**src/rtl/io_sampling_cfg.svh**
```systemverilog
// Constants for the I/O sampling and line passing block.
// Assumes a 25 MHz clock; included by bare name.
`ifndef IO_SAMPLING_CFG_SVH
`define IO_SAMPLING_CFG_SVH
`define CLK_HZ 25000000
`define TICK_MS 1
`define TICK_CYCLES ((`CLK_HZ / 1000) * `TICK_MS)
`define HOLD_UNIT_MS 100
`define BLINK_UNIT_MS 10
`define BLINK_DEFAULT_MS 250
`define RSSI_HOLD_RESET 8'h28
`define RSSI_HOLD_FOREVER 8'hFF
`define BLINK_RESET 8'h00
`define CHANGE_MASK_LEGAL 16'h7FFF
`define REF_RESET 2'h0
`define SLEEP_CYCLES_RESET 16'h0001
`define SERIAL_FWD_RESET 1'b1
`define ADDR_DISABLED 64'hFFFFFFFFFFFFFFFF
`define ADDR_ANY 64'h000000000000FFFF
`define BOUND_ADDR_RESET 64'hFFFFFFFFFFFFFFFF
`define CFG_RSSI_HOLD 5'h00
`define CFG_BLINK 5'h01
`define CFG_INTERVAL 5'h02
`define CFG_CHANGE_MASK 5'h03
`define CFG_ADC_REF 5'h04
`define CFG_SLEEP_CYCLES 5'h05
`define CFG_BOUND_LO 5'h06
`define CFG_BOUND_HI 5'h07
`define CFG_SERIAL_FWD 5'h08
`define CFG_TIMEOUT0 5'h10
`endif

```
**src/rtl/io_sampling_pkg.sv**
```systemverilog
// Types shared by the I/O sampling block and its bench.
// Assumes nothing beyond a SystemVerilog compiler.
package io_sampling_pkg;
  typedef enum logic [1:0] {SRC_PERIODIC, SRC_FORCED, SRC_CHANGE} sample_src_t;
  typedef enum logic [1:0] {ROUTE_RADIO, ROUTE_SERIAL, ROUTE_REMOTE_RESP} sample_route_t;
  typedef struct packed {
    logic valid;
    logic error;
    sample_src_t src;
    sample_route_t route;
    logic analog_included;
    logic [14:0] digital;
  } sample_t;
  typedef struct packed {
    logic valid;
    logic [63:0] src_addr;
    logic [9:0] present;
    logic [9:0] levels;
  } rx_sample_t;
endpackage

```
**src/rtl/io_sampling_line_passing.sv**
```systemverilog
// I/O housekeeping: RSSI PWM hold, join LED blink, sample generation and
// output line passing with per-line timeouts.
// Assumes settings arrive as an indexed write strobe; line pins are asynchronous.
//
// Notes on behaviour
// RL1: PWM output held for hold time in 100 ms units, reset 0x28.
// RL2: Each received packet refreshes duty; output stops when hold timer expires.
// RL3: Hold time code 0xFF keeps the PWM output on permanently.
// RL4: Blink setting zero gives 250 ms on and 250 ms off.
// RL5: Nonzero blink setting times 10 ms gives on and off times.
// RL6: Blink applies only when pin has join function and device joined.
// RL7: No sample is produced unless some line is input or output.
// RL8: Forced sample taken at once; local to serial, remote as response.
// RL9: Forced sample with no valid line answers with an error.
// RL10: Nonzero interval samples all enabled lines every interval milliseconds.
// RL11: Enabled change-detect line toggling sends a digital sample immediately.
// RL12: With sleep enabled only edges during wake trigger change samples.
// RL13: Change-triggered samples carry digital states only, no analog.
// RL14: Mask bit n watches line n for 0 to 14; bit 15 stays clear.
// RL15: Reference code 0 is 1.25 V, 1 is 2.5 V, 2 is supply.
// RL16: Analog inputs convert at 10-bit resolution.
// RL17: Periodic sampling only on every Nth wake cycle; zero means every cycle.
// RL18: Outputs follow received samples only from bound source with matching input.
// RL19: Bound address all ones disables line passing.
// RL20: Bound address 0xFFFF accepts samples from any sender.
// RL21: Received samples go to serial only when enabled and in API mode.
// RL22: Lines 0 to 9 revert driven value after timeout; zero disables.
// RL23: Each newly applied remote value restarts that line's timeout.
`timescale 1ns/100ps
`default_nettype none
`include "io_sampling_cfg.svh"
module io_sampling_line_passing #(
  parameter int unsigned TICK_CYCLES = `TICK_CYCLES,
  parameter int unsigned ADC_BITS = 10
) (
  input wire logic clk_i,
  input wire logic rst_n_i,
  input wire logic cfg_wr_i,
  input wire logic [4:0] cfg_idx_i,
  input wire logic [31:0] cfg_data_i,
  input wire logic [14:0] line_pins_i,
  input wire logic [14:0] line_is_input_i,
  input wire logic [9:0] line_is_output_i,
  input wire logic [9:0] line_cfg_level_i,
  input wire logic join_pin_config_i,
  input wire logic joined_i,
  input wire logic sleep_enabled_i,
  input wire logic awake_i,
  input wire logic wake_start_i,
  input wire logic api_mode_i,
  input wire logic sample_now_cmd_i,
  input wire logic sample_now_remote_i,
  input wire logic rx_packet_i,
  input wire logic [ADC_BITS-1:0] rx_rssi_duty_i,
  input wire io_sampling_pkg::rx_sample_t rx_sample_i,
  output io_sampling_pkg::sample_t sample_o,
  output logic fwd_to_serial_o,
  output logic [9:0] line_out_o,
  output logic rssi_pwm_en_o,
  output logic [ADC_BITS-1:0] rssi_duty_o,
  output logic join_led_o,
  output logic [1:0] adc_ref_o
);
  // ----------------------------------------------------------------------
  // Settings
  // ----------------------------------------------------------------------
  logic [7:0] rssi_pwm_hold_time_reg;
  logic [7:0] link_led_blink_time_reg;
  logic [15:0] periodic_sample_interval_reg;
  logic [15:0] change_detect_mask_reg;
  logic [1:0] adc_reference_select_reg;
  logic [15:0] sleep_cycles_per_sample_reg;
  logic [63:0] bound_source_address_reg;
  logic sample_to_serial_enable_reg;
  logic [15:0] timeout_reg [10];

  // Settings are stored as written, bar bit 15 of the change mask; out-of-range codes are the host's concern.
  always_ff @(posedge clk_i or negedge rst_n_i)
  begin
    if (!rst_n_i)
    begin
      rssi_pwm_hold_time_reg <= `RSSI_HOLD_RESET; // [RL1]
      link_led_blink_time_reg <= `BLINK_RESET;
      periodic_sample_interval_reg <= 16'h0000;
      change_detect_mask_reg <= 16'h0000;
      adc_reference_select_reg <= `REF_RESET; // [RL15]
      sleep_cycles_per_sample_reg <= `SLEEP_CYCLES_RESET;
      bound_source_address_reg <= `BOUND_ADDR_RESET;
      sample_to_serial_enable_reg <= `SERIAL_FWD_RESET;
    end
    else if (cfg_wr_i)
    begin
      if (cfg_idx_i == `CFG_RSSI_HOLD)
        rssi_pwm_hold_time_reg <= cfg_data_i[7:0];
      else if (cfg_idx_i == `CFG_BLINK)
        link_led_blink_time_reg <= cfg_data_i[7:0];
      else if (cfg_idx_i == `CFG_INTERVAL)
        periodic_sample_interval_reg <= cfg_data_i[15:0];
      else if (cfg_idx_i == `CFG_CHANGE_MASK)
        change_detect_mask_reg <= cfg_data_i[15:0] & `CHANGE_MASK_LEGAL; // [RL14]
      else if (cfg_idx_i == `CFG_ADC_REF)
        adc_reference_select_reg <= cfg_data_i[1:0];
      else if (cfg_idx_i == `CFG_SLEEP_CYCLES)
        sleep_cycles_per_sample_reg <= cfg_data_i[15:0];
      else if (cfg_idx_i == `CFG_BOUND_LO)
        bound_source_address_reg[31:0] <= cfg_data_i;
      else if (cfg_idx_i == `CFG_BOUND_HI)
        bound_source_address_reg[63:32] <= cfg_data_i;
      else if (cfg_idx_i == `CFG_SERIAL_FWD)
        sample_to_serial_enable_reg <= cfg_data_i[0];
    end
  end

  // Timeout settings, one per passed line.
    for (genvar gi = 0; gi < 10; gi++)
    begin : g_tcfg
      always_ff @(posedge clk_i or negedge rst_n_i)
      begin
        if (!rst_n_i)
          timeout_reg[gi] <= 16'h0000;
        else if (cfg_wr_i && cfg_idx_i == (`CFG_TIMEOUT0 + 5'(gi)))
          timeout_reg[gi] <= cfg_data_i[15:0];
      end
    end

  // The reference code reaches the converter through one register stage. [RL15]
  always_ff @(posedge clk_i or negedge rst_n_i)
  begin
    if (!rst_n_i)
      adc_ref_o <= `REF_RESET;
    else
      adc_ref_o <= adc_reference_select_reg;
  end

  // ----------------------------------------------------------------------
  // Time base
  // ----------------------------------------------------------------------
  logic [31:0] tick_cnt_reg;
  logic ms_tick;
  logic [6:0] ms100_cnt_reg;
  logic tick100;
  logic [3:0] ms10_cnt_reg;
  logic tick10;

  // One millisecond enable; the slower units derive from it.
  always_ff @(posedge clk_i or negedge rst_n_i)
  begin
    if (!rst_n_i)
      tick_cnt_reg <= 32'h00000000;
    else if (ms_tick)
      tick_cnt_reg <= 32'h00000000;
    else
      tick_cnt_reg <= tick_cnt_reg + 32'h00000001;
  end
  assign ms_tick = (tick_cnt_reg == 32'(TICK_CYCLES - 1));

  always_ff @(posedge clk_i or negedge rst_n_i)
  begin
    if (!rst_n_i)
    begin
      ms100_cnt_reg <= 7'h00;
      ms10_cnt_reg <= 4'h0;
    end
    else if (ms_tick)
    begin
      ms100_cnt_reg <= tick100 ? 7'h00 : ms100_cnt_reg + 7'h01;
      ms10_cnt_reg <= tick10 ? 4'h0 : ms10_cnt_reg + 4'h1;
    end
  end
  assign tick100 = ms_tick && (ms100_cnt_reg == 7'(`HOLD_UNIT_MS - 1));
  assign tick10 = ms_tick && (ms10_cnt_reg == 4'(`BLINK_UNIT_MS - 1));

  // ----------------------------------------------------------------------
  // Pin synchronisers
  // ----------------------------------------------------------------------
  logic [14:0] pins_meta_reg;
  logic [14:0] pins_sync_reg;
  logic [14:0] pins_prev_reg;

  // Two flops before any logic looks at a pin; a third keeps the old level.
  always_ff @(posedge clk_i or negedge rst_n_i)
  begin
    if (!rst_n_i)
    begin
      pins_meta_reg <= 15'h0000;
      pins_sync_reg <= 15'h0000;
      pins_prev_reg <= 15'h0000;
    end
    else
    begin
      pins_meta_reg <= line_pins_i;
      pins_sync_reg <= pins_meta_reg;
      pins_prev_reg <= pins_sync_reg;
    end
  end

  // ----------------------------------------------------------------------
  // RSSI PWM hold
  // ----------------------------------------------------------------------
  logic [7:0] rssi_left_reg;

  // Each packet reloads duty and hold count; code 0xFF never expires.
  always_ff @(posedge clk_i or negedge rst_n_i)
  begin
    if (!rst_n_i)
    begin
      rssi_left_reg <= 8'h00;
      rssi_pwm_en_o <= 1'b0;
      rssi_duty_o <= '0;
    end
    else if (rx_packet_i)
    begin
      rssi_duty_o <= rx_rssi_duty_i; // [RL2]
      rssi_left_reg <= rssi_pwm_hold_time_reg; // [RL1]
      rssi_pwm_en_o <= (rssi_pwm_hold_time_reg != 8'h00);
    end
    else if (rssi_pwm_hold_time_reg == `RSSI_HOLD_FOREVER)
      rssi_pwm_en_o <= rssi_pwm_en_o; // [RL3]
    else if (tick100 && rssi_left_reg != 8'h00)
    begin
      rssi_left_reg <= rssi_left_reg - 8'h01;
      if (rssi_left_reg == 8'h01)
        rssi_pwm_en_o <= 1'b0; // [RL2]
    end
  end

  // ----------------------------------------------------------------------
  // Join indicator blink
  // ----------------------------------------------------------------------
  logic [7:0] blink_cnt_reg;
  logic [7:0] blink_half;

  // A zero setting falls back to 25 units of 10 ms.
  assign blink_half = (link_led_blink_time_reg == 8'h00) ? 8'(`BLINK_DEFAULT_MS / `BLINK_UNIT_MS)
                                                         : link_led_blink_time_reg; // [RL4] [RL5]

  always_ff @(posedge clk_i or negedge rst_n_i)
  begin
    if (!rst_n_i)
    begin
      blink_cnt_reg <= 8'h00;
      join_led_o <= 1'b0;
    end
    else if (!(join_pin_config_i && joined_i))
    begin
      blink_cnt_reg <= 8'h00; // [RL6]
      join_led_o <= 1'b0;
    end
    else if (tick10)
    begin
      if (blink_cnt_reg + 8'h01 >= blink_half)
      begin
        blink_cnt_reg <= 8'h00;
        join_led_o <= ~join_led_o; // [RL5]
      end
      else
        blink_cnt_reg <= blink_cnt_reg + 8'h01;
    end
  end

  // ----------------------------------------------------------------------
  // Sample generation
  // ----------------------------------------------------------------------
  logic any_valid;
  logic [14:0] change_hit;
  logic [15:0] interval_cnt_reg;
  logic [15:0] wake_cnt_reg;
  logic sample_window_reg;
  logic periodic_due;

  assign any_valid = (|line_is_input_i) || (|line_is_output_i); // [RL7]
  // Asleep edges are dropped because only awake cycles are looked at. [RL12]
  assign change_hit = (pins_sync_reg ^ pins_prev_reg) & change_detect_mask_reg[14:0]
                      & {15{awake_i || !sleep_enabled_i}}; // [RL11] [RL14]

  // Counts wake cycles; every Nth opens the periodic window, zero opens all.
  always_ff @(posedge clk_i or negedge rst_n_i)
  begin
    if (!rst_n_i)
    begin
      wake_cnt_reg <= 16'h0000;
      sample_window_reg <= 1'b1;
    end
    else if (!sleep_enabled_i)
      sample_window_reg <= 1'b1;
    else if (wake_start_i)
    begin
      if (sleep_cycles_per_sample_reg <= 16'h0001 ||
          wake_cnt_reg + 16'h0001 >= sleep_cycles_per_sample_reg)
      begin
        wake_cnt_reg <= 16'h0000;
        sample_window_reg <= 1'b1; // [RL17]
      end
      else
      begin
        wake_cnt_reg <= wake_cnt_reg + 16'h0001;
        sample_window_reg <= 1'b0;
      end
    end
  end

  // Interval counter in milliseconds; below-minimum codes are the host's error.
  always_ff @(posedge clk_i or negedge rst_n_i)
  begin
    if (!rst_n_i)
      interval_cnt_reg <= 16'h0000;
    else if (periodic_sample_interval_reg == 16'h0000 || periodic_due)
      interval_cnt_reg <= 16'h0000;
    else if (ms_tick)
      interval_cnt_reg <= interval_cnt_reg + 16'h0001;
  end
  assign periodic_due = ms_tick && (periodic_sample_interval_reg != 16'h0000) &&
                        (interval_cnt_reg + 16'h0001 >= periodic_sample_interval_reg); // [RL10]

  // Forced requests win over change, change over periodic.
  always_ff @(posedge clk_i or negedge rst_n_i)
  begin
    if (!rst_n_i)
      sample_o <= '0;
    else
    begin
      sample_o <= '0;
      sample_o.digital <= pins_sync_reg & line_is_input_i;
      if (sample_now_cmd_i || sample_now_remote_i)
      begin
        sample_o.valid <= 1'b1; // [RL8]
        sample_o.error <= !any_valid; // [RL9]
        sample_o.src <= io_sampling_pkg::SRC_FORCED;
        sample_o.route <= sample_now_remote_i ? io_sampling_pkg::ROUTE_REMOTE_RESP
                                              : io_sampling_pkg::ROUTE_SERIAL;
        sample_o.analog_included <= any_valid; // [RL16]
      end
      else if (any_valid && (|change_hit))
      begin
        sample_o.valid <= 1'b1; // [RL11]
        sample_o.src <= io_sampling_pkg::SRC_CHANGE;
        sample_o.route <= io_sampling_pkg::ROUTE_RADIO;
        sample_o.analog_included <= 1'b0; // [RL13]
      end
      else if (any_valid && periodic_due && sample_window_reg && (awake_i || !sleep_enabled_i))
      begin
        sample_o.valid <= 1'b1; // [RL10] [RL17]
        sample_o.src <= io_sampling_pkg::SRC_PERIODIC;
        sample_o.route <= io_sampling_pkg::ROUTE_RADIO;
        sample_o.analog_included <= 1'b1;
      end
    end
  end

  // ----------------------------------------------------------------------
  // Received samples: forwarding and line passing
  // ----------------------------------------------------------------------
  logic bind_ok;
  logic [9:0] apply;

  assign bind_ok = rx_sample_i.valid && (bound_source_address_reg != `ADDR_DISABLED) && // [RL19]
                   ((bound_source_address_reg == `ADDR_ANY) || // [RL20]
                    (rx_sample_i.src_addr == bound_source_address_reg)); // [RL18]
  assign apply = {10{bind_ok}} & rx_sample_i.present & line_is_output_i; // [RL18]

  // Forwarding needs both the enable and framed mode.
  always_ff @(posedge clk_i or negedge rst_n_i)
  begin
    if (!rst_n_i)
      fwd_to_serial_o <= 1'b0;
    else
      fwd_to_serial_o <= rx_sample_i.valid && sample_to_serial_enable_reg && api_mode_i; // [RL21]
  end

  // Per-line hold counters; a zero timeout keeps the remote value for good.
    for (genvar gi = 0; gi < 10; gi++)
    begin : g_pass
      logic [15:0] left_reg;
      logic driven_reg;
      always_ff @(posedge clk_i or negedge rst_n_i)
      begin
        if (!rst_n_i)
        begin
          left_reg <= 16'h0000;
          driven_reg <= 1'b0;
          line_out_o[gi] <= 1'b0;
        end
        else if (apply[gi])
        begin
          line_out_o[gi] <= rx_sample_i.levels[gi];
          left_reg <= timeout_reg[gi]; // [RL23]
          driven_reg <= 1'b1;
        end
        else if (driven_reg && timeout_reg[gi] != 16'h0000 && tick100)
        begin
          if (left_reg <= 16'h0001)
          begin
            driven_reg <= 1'b0; // [RL22]
            line_out_o[gi] <= line_cfg_level_i[gi];
          end
          else
            left_reg <= left_reg - 16'h0001;
        end
        else if (!driven_reg)
          line_out_o[gi] <= line_cfg_level_i[gi];
      end
    end
endmodule
`default_nettype wire

```
**config.mk**
```make
export PLATFORM = sky130hd
export DESIGN_NAME = io_sampling_line_passing
export DESIGN_NICKNAME = d
export VERILOG_FILES = /design/src/rtl/io_sampling_pkg.sv /design/src/rtl/io_sampling_line_passing.sv
export VERILOG_INCLUDE_DIRS = /design/src /design/src/rtl
export SDC_FILE = /design/constraint.sdc
export NUM_CORES = 1
export LEC_CHECK = 0
export BUFFER_PORTS_ARGS = -buffer_cell sky130_fd_sc_hd__buf_2
export CAP_MARGIN = 20
export CORE_MARGIN = 2
export CORE_UTILIZATION = 45
export DETAILED_ROUTE_END_ITERATION = 12
export PLACE_DENSITY = 0.65
export SLEW_MARGIN = 15
export SYNTH_ARGS = -nofsm -noshare
export SYNTH_HDL_FRONTEND = slang
export SYNTH_SLANG_ARGS = --single-unit
```
**constraint.sdc**
```tcl
create_clock -name clk_i -period 3.9 [get_ports clk_i]
set_input_delay 0.195 -clock clk_i [delete_from_list [all_inputs] [get_ports clk_i]]
set_output_delay 0.195 -clock clk_i [all_outputs]
set_load 0.02 [all_outputs]
```
## Yosys cells after proc, flatten, opt, wreduce, memory -nomap -nowiden

Cells that the tools add are included.
W data, S select, Z words.

- Muxes and demuxes: 131
- Eq/ne operators: 60
- Reduce and logical (&&, ||, !) cells: 137
- Bitwise logic cells: 15
- Add/sub/neg operators: 17
- Magnitude comparators: 14

Operator list:

| operator | number |
|---|---|
| $mux W16 | 33 |
| $le A16 B1 Y1 const B | 11 |
| $reduce_bool A16 Y1 | 11 |
| $sub A16 B1 Y16 const B | 10 |
| $mux W1 | 85 |
| $reduce_and A2 Y1 | 34 |
| $eq A64 B16 Y1 const B | 1 |
| $eq A64 B64 Y1 | 1 |
| $ne A64 B64 Y1 const B | 1 |
| $ne A3 B2 Y1 const B | 20 |
| $mux W8 | 7 |
| $eq A5 B5 Y1 const B | 10 |
| $reduce_bool A2 Y1 | 23 |
| $and A15 B15 Y15 | 3 |
| $logic_and A1 B1 Y1 | 44 |
| $add A16 B1 Y16 const B | 2 |
| $add A32 B1 Y32 const B | 1 |
| $eq A32 B15 Y1 const B | 1 |
| $ge A16 B16 Y1 | 2 |
| $mux W32 | 1 |
| $reduce_or A15 Y1 | 2 |
| $ne A2 B2 Y1 const B | 12 |
| $and A10 B10 Y10 | 2 |
| $eq A5 B3 Y1 const B | 4 |
| other kinds (34) | 53 |

- Output and inout port bits: 47
- Flip-flop bits (word level): 644

## Longest topological paths before layout

Gate-level depths: netlist of the first run.

- Depth in word-level cells: 9
- Mapped depth: 14
- Depth with buffers taken out: 14

## Least setup slack after synthesis of the first run

OpenSTA, ideal clock, no wires.

- Path type: reg-to-reg
- Start: register wake_cnt_reg[2]
- End: register wake_cnt_reg[11]
- Setup slack: 0.304 ns
- Path buffers: 0
- Setup time: 0.082 ns
- Arrival time: 3.514 ns
- Cell stages (with the launch flop): 15
- Cells stage by stage: dfrtp_1 and2_1 and4_1 nand3_1 nor2_1 nand3_1 xnor2_1 ha_1 a21o_1 a21oi_1 nor2b_1 a311oi_1 a21bo_2 or2_2 o22ai_1

- Word-level cells in the longest chain between the ends: 4

RTL lines:

| item | line | text |
|---|---|---|
| start, declared | io_sampling_line_passing.sv:267 | `logic [15:0] wake_cnt_reg;` |
| start signal, assigned | io_sampling_line_passing.sv:296 | `wake_cnt_reg <= wake_cnt_reg + 16'h0001;` |
| $add A16 B1 Y16 (*) | io_sampling_line_passing.sv:289, io_sampling_line_passing.sv:296 |  |
| $ge A16 B16 Y1 | io_sampling_line_passing.sv:289 | `wake_cnt_reg + 16'h0001 >= sleep_cycles_per_sample_reg)` |
| $logic_or A1 B1 Y1 | io_sampling_line_passing.sv:288 | `if (sleep_cycles_per_sample_reg <= 16'h0001 \|\|` |
| $mux W16 (*) | io_sampling_line_passing.sv:288 |  |

Every way passes the cells marked *; elsewhere a longest branch is shown, timed or not.
A chain may end at the register's enable or synchronous reset.

## Final worst setup path of the first run

- Start: register bound_source_address_reg[57]
- End: register line_out_o[7]

- Word-level cells in the longest chain between the ends: 7

RTL lines:

| item | line | text |
|---|---|---|
| start, declared | io_sampling_line_passing.sv:73 | `logic [63:0] bound_source_address_reg;` |
| start signal, assigned | io_sampling_line_passing.sv:88 | `` bound_source_address_reg <= `BOUND_ADDR_RESET; `` |
| start signal, assigned | io_sampling_line_passing.sv:108 | `bound_source_address_reg[63:32] <= cfg_data_i;` |
| $ne A64 B64 Y1 (no source line), or another cell as far along | - |  |
| $logic_and A1 B1 Y1 or $logic_or A1 B1 Y1 (tied branches) | io_sampling_line_passing.sv:356, io_sampling_line_passing.sv:357 |  |
| $logic_and A1 B1 Y1 (*) | io_sampling_line_passing.sv:356 | `` assign bind_ok = rx_sample_i.valid && (bound_source_address_reg != `ADDR_DISABLED) && `` |
| $and A10 B10 Y10 (*) (2 in series) | io_sampling_line_passing.sv:359 | `assign apply = {10{bind_ok}} & rx_sample_i.present & line_is_output_i;` |
| $ne A3 B2 Y1 (no source line) | - |  |
| $reduce_and A2 Y1 (no source line) | - |  |
| end signal, assigned by index | io_sampling_line_passing.sv:385 | `line_out_o[gi] <= rx_sample_i.levels[gi];` |
| end signal, assigned by index | io_sampling_line_passing.sv:394 | `line_out_o[gi] <= line_cfg_level_i[gi];` |
| end signal, assigned by index | io_sampling_line_passing.sv:400 | `line_out_o[gi] <= line_cfg_level_i[gi];` |
| end, declared | io_sampling_line_passing.sv:58 | `output logic [9:0] line_out_o,` |

Marked as above.

==> impl_metrics.ini, run 1 <==
[critical_path]
critPathKind = reg2reg
cp_slowest_cell = dfstp_2
worstPathMaxFanout = 18
start_kind = flop
critPathLaunch = bound_source_address_reg[57]$_DFFE_PN1P_
r2r-start = bound_source_address_reg[57]$_DFFE_PN1P_
required_ns = 4.39
r2r_slack_ns = 0.16
crit_path_end_kind = flop
crit_arrival_ns = 4.24
cpPeakStageDelay_ns = 0.59
crit_chain = xor2_1 > nor4_1 > nand4_1 > nor4_2 > o21ai_4 > nor2_2 > buf_4 > mux2_2 > dlygate4sd3_1

[sta]
setup-violations-final = 0
slew-limit-headroom_pct = 30.1
maxClockFrequency_mhz = 267
fin_crit_ns = 3.74
rsz0062_at_grt = no
min_period_over_period_pct = 96.0
skew_ns = 0.0258
final_max_slew_viol_count = 0
tightestPinTransition_ns = 1.05
finalSetupTns_ns = 0
whs_ns = 0.0241
hold_viol = 0

[pwr]
p_clk_share_pct = 40.6
comb_power_share_pct = 11.8
power_per_cell_area_nw_per_um2 = 464
p_leak_nw = 17.4
switching_share_pct = 25.9
ir_drop_mv = 0.291
power.share.sequential_pct = 47.6
p_int_mw = 12.7
p_sw_mw = 4.42

[clock_tree]
clkSlewWorstSetupHoldPaths_ns = 0.06
insertion_delay_ns = 0.61
cts-root-buf = clkbuf_16
cts_buffer_depth = 3
cts_inserted_buffers = 71
tritoncts = done
h-tree-depth = 3
numClockSinks = 644

[place]
dp.cells = 3668
io_buffers = 240
gp_congestion = 0.927
hpwl_mm = 57.6

[logic_synthesis]
yosys.area_share.simple_pct = 14.2
synth-edff-count = 0
yosys.area.top_type = dfrtp_1
yosys_warnings = 0
synth_top_area_share_pct = 46.3
synth_fa_ha_area_share_pct = 2.78
synth_common_cells = dfrtp_1 (575), mux2_2 (451), xor2_1 (189)
synth_seq_area_share_pct = 52.2
ys_ff_latch = 644
synth_compound_area_share_pct = 3.82
synth-xor-area-share_pct = 8.38
synth_area_leaders = dfrtp_1 (46%), mux2_2 (16%), dfstp_2 (5.8%)
synth_cells = 2592
async_reset_ff_share_pct = 100
yosysMostFrequentCell = dfrtp_1
synth_area_per_cell_um2 = 12.0
synthMuxAreaShare_pct = 16.7
syn-num-nets = 2855
yosysUniqueCellTypes = 70
synth_flop_cell = dfrtp_1
syn-cell-area_um2 = 31100
synth_top_family_by_area = multiplexers

[global_route]
grt_overflow = 0
grt_max_degree = 103
antenna_found_initial = 14
grt_first_pass_wirelength_mm = 130
grt_pass1_vias = 22317
grt_use_total_pct = 24.0

[routing]
vias_per_cell = 5.59
dr.pass1.iters = 5
drt_iter0_drc = 1342
ant_nets = 0
drc = 0
num_vias = 21757
routed_wl_mm = 84.2
avgRoutedWirePerCell_um = 21.6

[min_path]
hp-class = in2reg
min_from = line_is_output_i[5]

[die]
die_w_um = 267
start_util_pct = 45.4
coreArea_um2 = 68500
num_rows = 96
die_area_um2 = 71100
pin_count = 241
die_h_um = 267

[finish]
area_delta_synth_final_pct = 18.5
stdcell_count = 3894
fin_nets = 3215
drive_gt1_share_pct = 32.2

[flow_run]
max_cap_viol_count = 0

[outcome]
status = finished clean
timing repair:
item                                    4_1_cts  5_1_grt
hold endpoints to repair                    177        0
hold buffers                                 92        0
setup buffers                                 0        1
resized for setup                             0        1
endpoints found under the setup margin        0        3
layout make-up:
cell class,instances,area [µm²]
Antenna cell,4,10.0
Clock buffer,99,2060
Clock inverter,30,372
Fill cell,5841,31700
Inverter,73,274
Multi-Input combinational cell,1793,14300
Sequential cell,644,16200
Tap cell,882,1100
Timing Repair Buffer,369,2480
kinds of logic after synthesis:
family	Yosys count
AOI/OAI and AO/OA	182
xor gates and xnor gates	297
adders and majority gates	69
buffers and inverters	155
DFF	644
muxes	460
and+or+nand+nor	785
per-layer routing:
| metal | GRT usage, % | vias up | wire length [µm] |
|---|---|---|---|
| met2 | 39.1 | 567 | 40200 |
| met5 | 0 | - | 89 |
| met4 | 8.97 | 14 | 2830 |
| met1 | 31.8 | 10949 | 36400 |
| met3 | 4.74 | 166 | 4740 |
| li1 | - | 10061 | - |
worst paths after layout:
check,to,cells after the start
max in group asynchronous,g_pass[7].left_reg[12]$_DFFE_PN0P_,3
setup reg to reg,line_out_o[7]$_DFFE_PN0P_,9
setup / recovery,line_out_o[7]$_DFFE_PN0P_,9
hold reg to reg,pins_sync_reg[2]$_DFF_PN0_,0
min in group asynchronous,rssi_duty_o[6]$_DFFE_PN0P_,2
hold / removal,g_pass[5].driven_reg$_DFFE_PN0P_,3
per-stage QoR:
step                total power, mW  area (µm²)  setup WS [ns]  utilization (%)
finish                         17.1       36800          0.155             53.8
global route                   17.8       36800         0.0127             53.7
CTS                            17.3       36800         0.0141             53.7
detailed placement             10.2       33400          0.519             48.8
global placement               10.1       33400          0.554             48.8
floorplan                      9.25       31100          0.304                -
power by group through the flow:
stage	Combinational [mW]	Clock, mW	Sequential, mW
6_report	2.01	6.93	8.14
5_1_grt	2.22	7.39	8.23
4_1_cts	2.03	7.09	8.13
3_5_place_dp	1.95	0	8.24
3_3_place_gp	1.89	0	8.21
2_1_floorplan	1.21	0	8.03
critical path: cells and delay by family (launching register included):
family	cells	cell delay (ns)
simple gates	4	1.41
buf+inv	2	0.82
flops	1	0.59
mux	1	0.36
compound gates	1	0.32
xor+xnor	1	0.12
placed cells by master, fill, tap and decap left out, types with 16 or more instances in the layout:
cell type      count
dfstp_2           69
dfrtp_1          575
mux2_2           451
nand2b_1          16
and4_1            17
nor4_1           110
a21oi_1           39
nand2_1          136
inv_1             73
nand4_1           70
a21o_1            20
and2_1            21
clkbuf_16         73
ha_1              69
nand3_1           62
or4_1             23
xor2_1           189
or3_1             21
and3_1            22
buf_2            239
nor2_1           133
buf_4             31
dlygate4sd3_1     92
xnor2_1          108
o21ai_0           50
nor3_1            72
Power figures use the tool's default switching activity.
==> run 2: changes to the inputs <==
--- a/config.mk
+++ b/config.mk
@@ -9,9 +9,10 @@
 export BUFFER_PORTS_ARGS = -buffer_cell sky130_fd_sc_hd__buf_2
 export CAP_MARGIN = 20
 export CORE_MARGIN = 2
-export CORE_UTILIZATION = 45
+export CORE_UTILIZATION = 55
 export DETAILED_ROUTE_END_ITERATION = 12
-export PLACE_DENSITY = 0.65
+export GPL_TIMING_DRIVEN = 0
+export PLACE_DENSITY = 0.77
 export SLEW_MARGIN = 15
 export SYNTH_ARGS = -nofsm -noshare
 export SYNTH_HDL_FRONTEND = slang
==> impl_metrics.ini, run 2 (synthesized netlist as in run 1, its figures left out) <==
[outcome]
status = finished with violations
violations = setup timing

[finish]
area_delta_synth_final_pct = 18.2
num-fill-cells = 4023
stdcell_count = 3821
multiInputGateArea_um2 = 14300
drive_gt1_share_pct = 30.7
mostFrequentLayoutCells = dfrtp_1 (575), mux2_2 (451), buf_2 (242), xor2_1 (189), nand2_1 (136)
fin_nets = 3274
stdcell_area_um2 = 36700
regArea_um2 = 16200
mostFrequentLayoutCell = dfrtp_1

[die]
die_h_um = 242
coreArea_um2 = 56100
start_util_pct = 55.4
die_w_um = 242
die_area_um2 = 58400
num_rows = 87
pin_count = 241

[sta]
skew_ns = 0.0248
min_period_over_period_pct = 100
hold_viol = 0
fin_crit_ns = 3.90
rsz0062_at_grt = yes
maxClockFrequency_mhz = 256
setup-violations-final = 1
whs_ns = 0.00745
slew-limit-headroom_pct = 27.1
setup_slack_ns = -0.00252
finalSetupTns_ns = -0.00252
tightestPinTransition_ns = 1.09
final_max_slew_viol_count = 0

[global_route]
grt_max_degree = 114
grt_pass1_vias = 23225
grt_overflow = 0
antenna_found_initial = 8
grt_first_pass_wirelength_mm = 130
grt_use_total_pct = 28.2

[flow_run]
max_cap_viol_count = 0

[clock_tree]
tritoncts = done
cts_inserted_buffers = 68
clkSlewWorstSetupHoldPaths_ns = 0.06
numClockSinks = 644
cts_buffer_depth = 3
insertion_delay_ns = 0.61
h-tree-depth = 3
cts-root-buf = clkbuf_16

[pwr]
ir_drop_mv = 0.357
p_leak_nw = 17.4
power_per_cell_area_nw_per_um2 = 456

[routing]
routed_wl_mm = 82.4
avgRoutedWirePerCell_um = 21.6
num_vias = 22455
drc = 0
top_layer_used = met5
ant_nets = 0
wl_met2_mm = 40.0
drt_iter0_drc = 1647
dr.pass1.iters = 5
vias_per_cell = 5.88
wl_met1_mm = 34.0
wl_met3_mm = 5.74

[place]
dp.cells = 3594
place_area_um2 = 33400
dp_slack_ns = 0.0325
io_buffers = 236
hpwl_mm = 57.3
gp_congestion = 0.947

[critical_path]
required_ns = 4.38
crit_path_end_kind = flop
start_kind = flop
worstPathMaxFanout = 10
crit_arrival_ns = 4.38
critPathKind = reg2reg

[min_path]
hp-class = in2reg
[run 2: critical path, stage by stage (launching register included)]
cell,delay [ns]
dfrtp_1,0.38
ha_1,0.23
nor4b_2,0.36
and4_1,0.23
buf_2,0.24
nand3_1,0.33
clkbuf_1,0.45
o31ai_1,0.89
mux2_2,0.41
mux2_2,0.25
[run 2: through the flow]
| step | total power, mW | util (%) |
|---|---|---|
| after CTS | 16.8 | 65.4 |
| final | 16.8 | 65.5 |
| after floorplan | 9.25 | - |
| after detailed placement | 10.1 | 59.6 |
| after global placement | 10.0 | 59.2 |
| after global routing | 17.4 | 65.5 |
[run 2: power breakdown]
part	internal, mW	switching [mW]	leakage [nW]	total [mW]
combinational	1.01	1.00	8.14	2.02
clock	3.85	2.74	1.09	6.59
sequential	7.49	0.656	8.13	8.15
total	12.4	4.40	17.4	16.8
[run 2: final timing paths]
check | from | end | slack [ns] | cells past startpoint
worst max-delay path | tick_cnt_reg[0]$_DFF_PN0_ | line_out_o[0]$_DFFE_PN0P_ | -0.003 | 9
max in group asynchronous | rst_n_i | bound_source_address_reg[21]$_DFFE_PN1P_ | 2.06 | 5
worst min-delay path | cfg_data_i[8] | timeout_reg[40]$_DFFE_PN0P_ | 0.007 | 2
worst max register to register | tick_cnt_reg[0]$_DFF_PN0_ | line_out_o[0]$_DFFE_PN0P_ | -0.003 | 9
min in group asynchronous | rst_n_i | rssi_duty_o[0]$_DFFE_PN0P_ | 0.06 | 2
worst min register to register | pins_meta_reg[1]$_DFF_PN0_ | pins_sync_reg[1]$_DFF_PN0_ | 0.35 | 0
[run 2: area by class of cell]
| type | instances | share of cell area (%) |
|---|---|---|
| multi-input combinational | 1793 | 38.9 |
| inverter | 73 | 0.746 |
| antenna | 3 | 0.0204 |
| clock inverter | 28 | 0.903 |
| timing repair buffer | 349 | 6.62 |
| buffer | 82 | 0.906 |
| sequential | 644 | 44.1 |
| tap | 756 | 2.58 |
| clock buffer | 93 | 5.20 |
[run 2: layer usage]
layer	up-vias	GRT usage [%]
li1	10167	-
met1	11345	37.1
met2	778	46.9
met3	159	5.27
met4	6	10.2
met5	-	0
[run 2: repair_timing]
item / CTS / global route
buffers inserted: 0 / 0
resized for setup: 0 / 6
setup endpoints to repair: 0 / 31
hold buffers: 101 / 0
endpoints found under the hold margin: 326 / 0
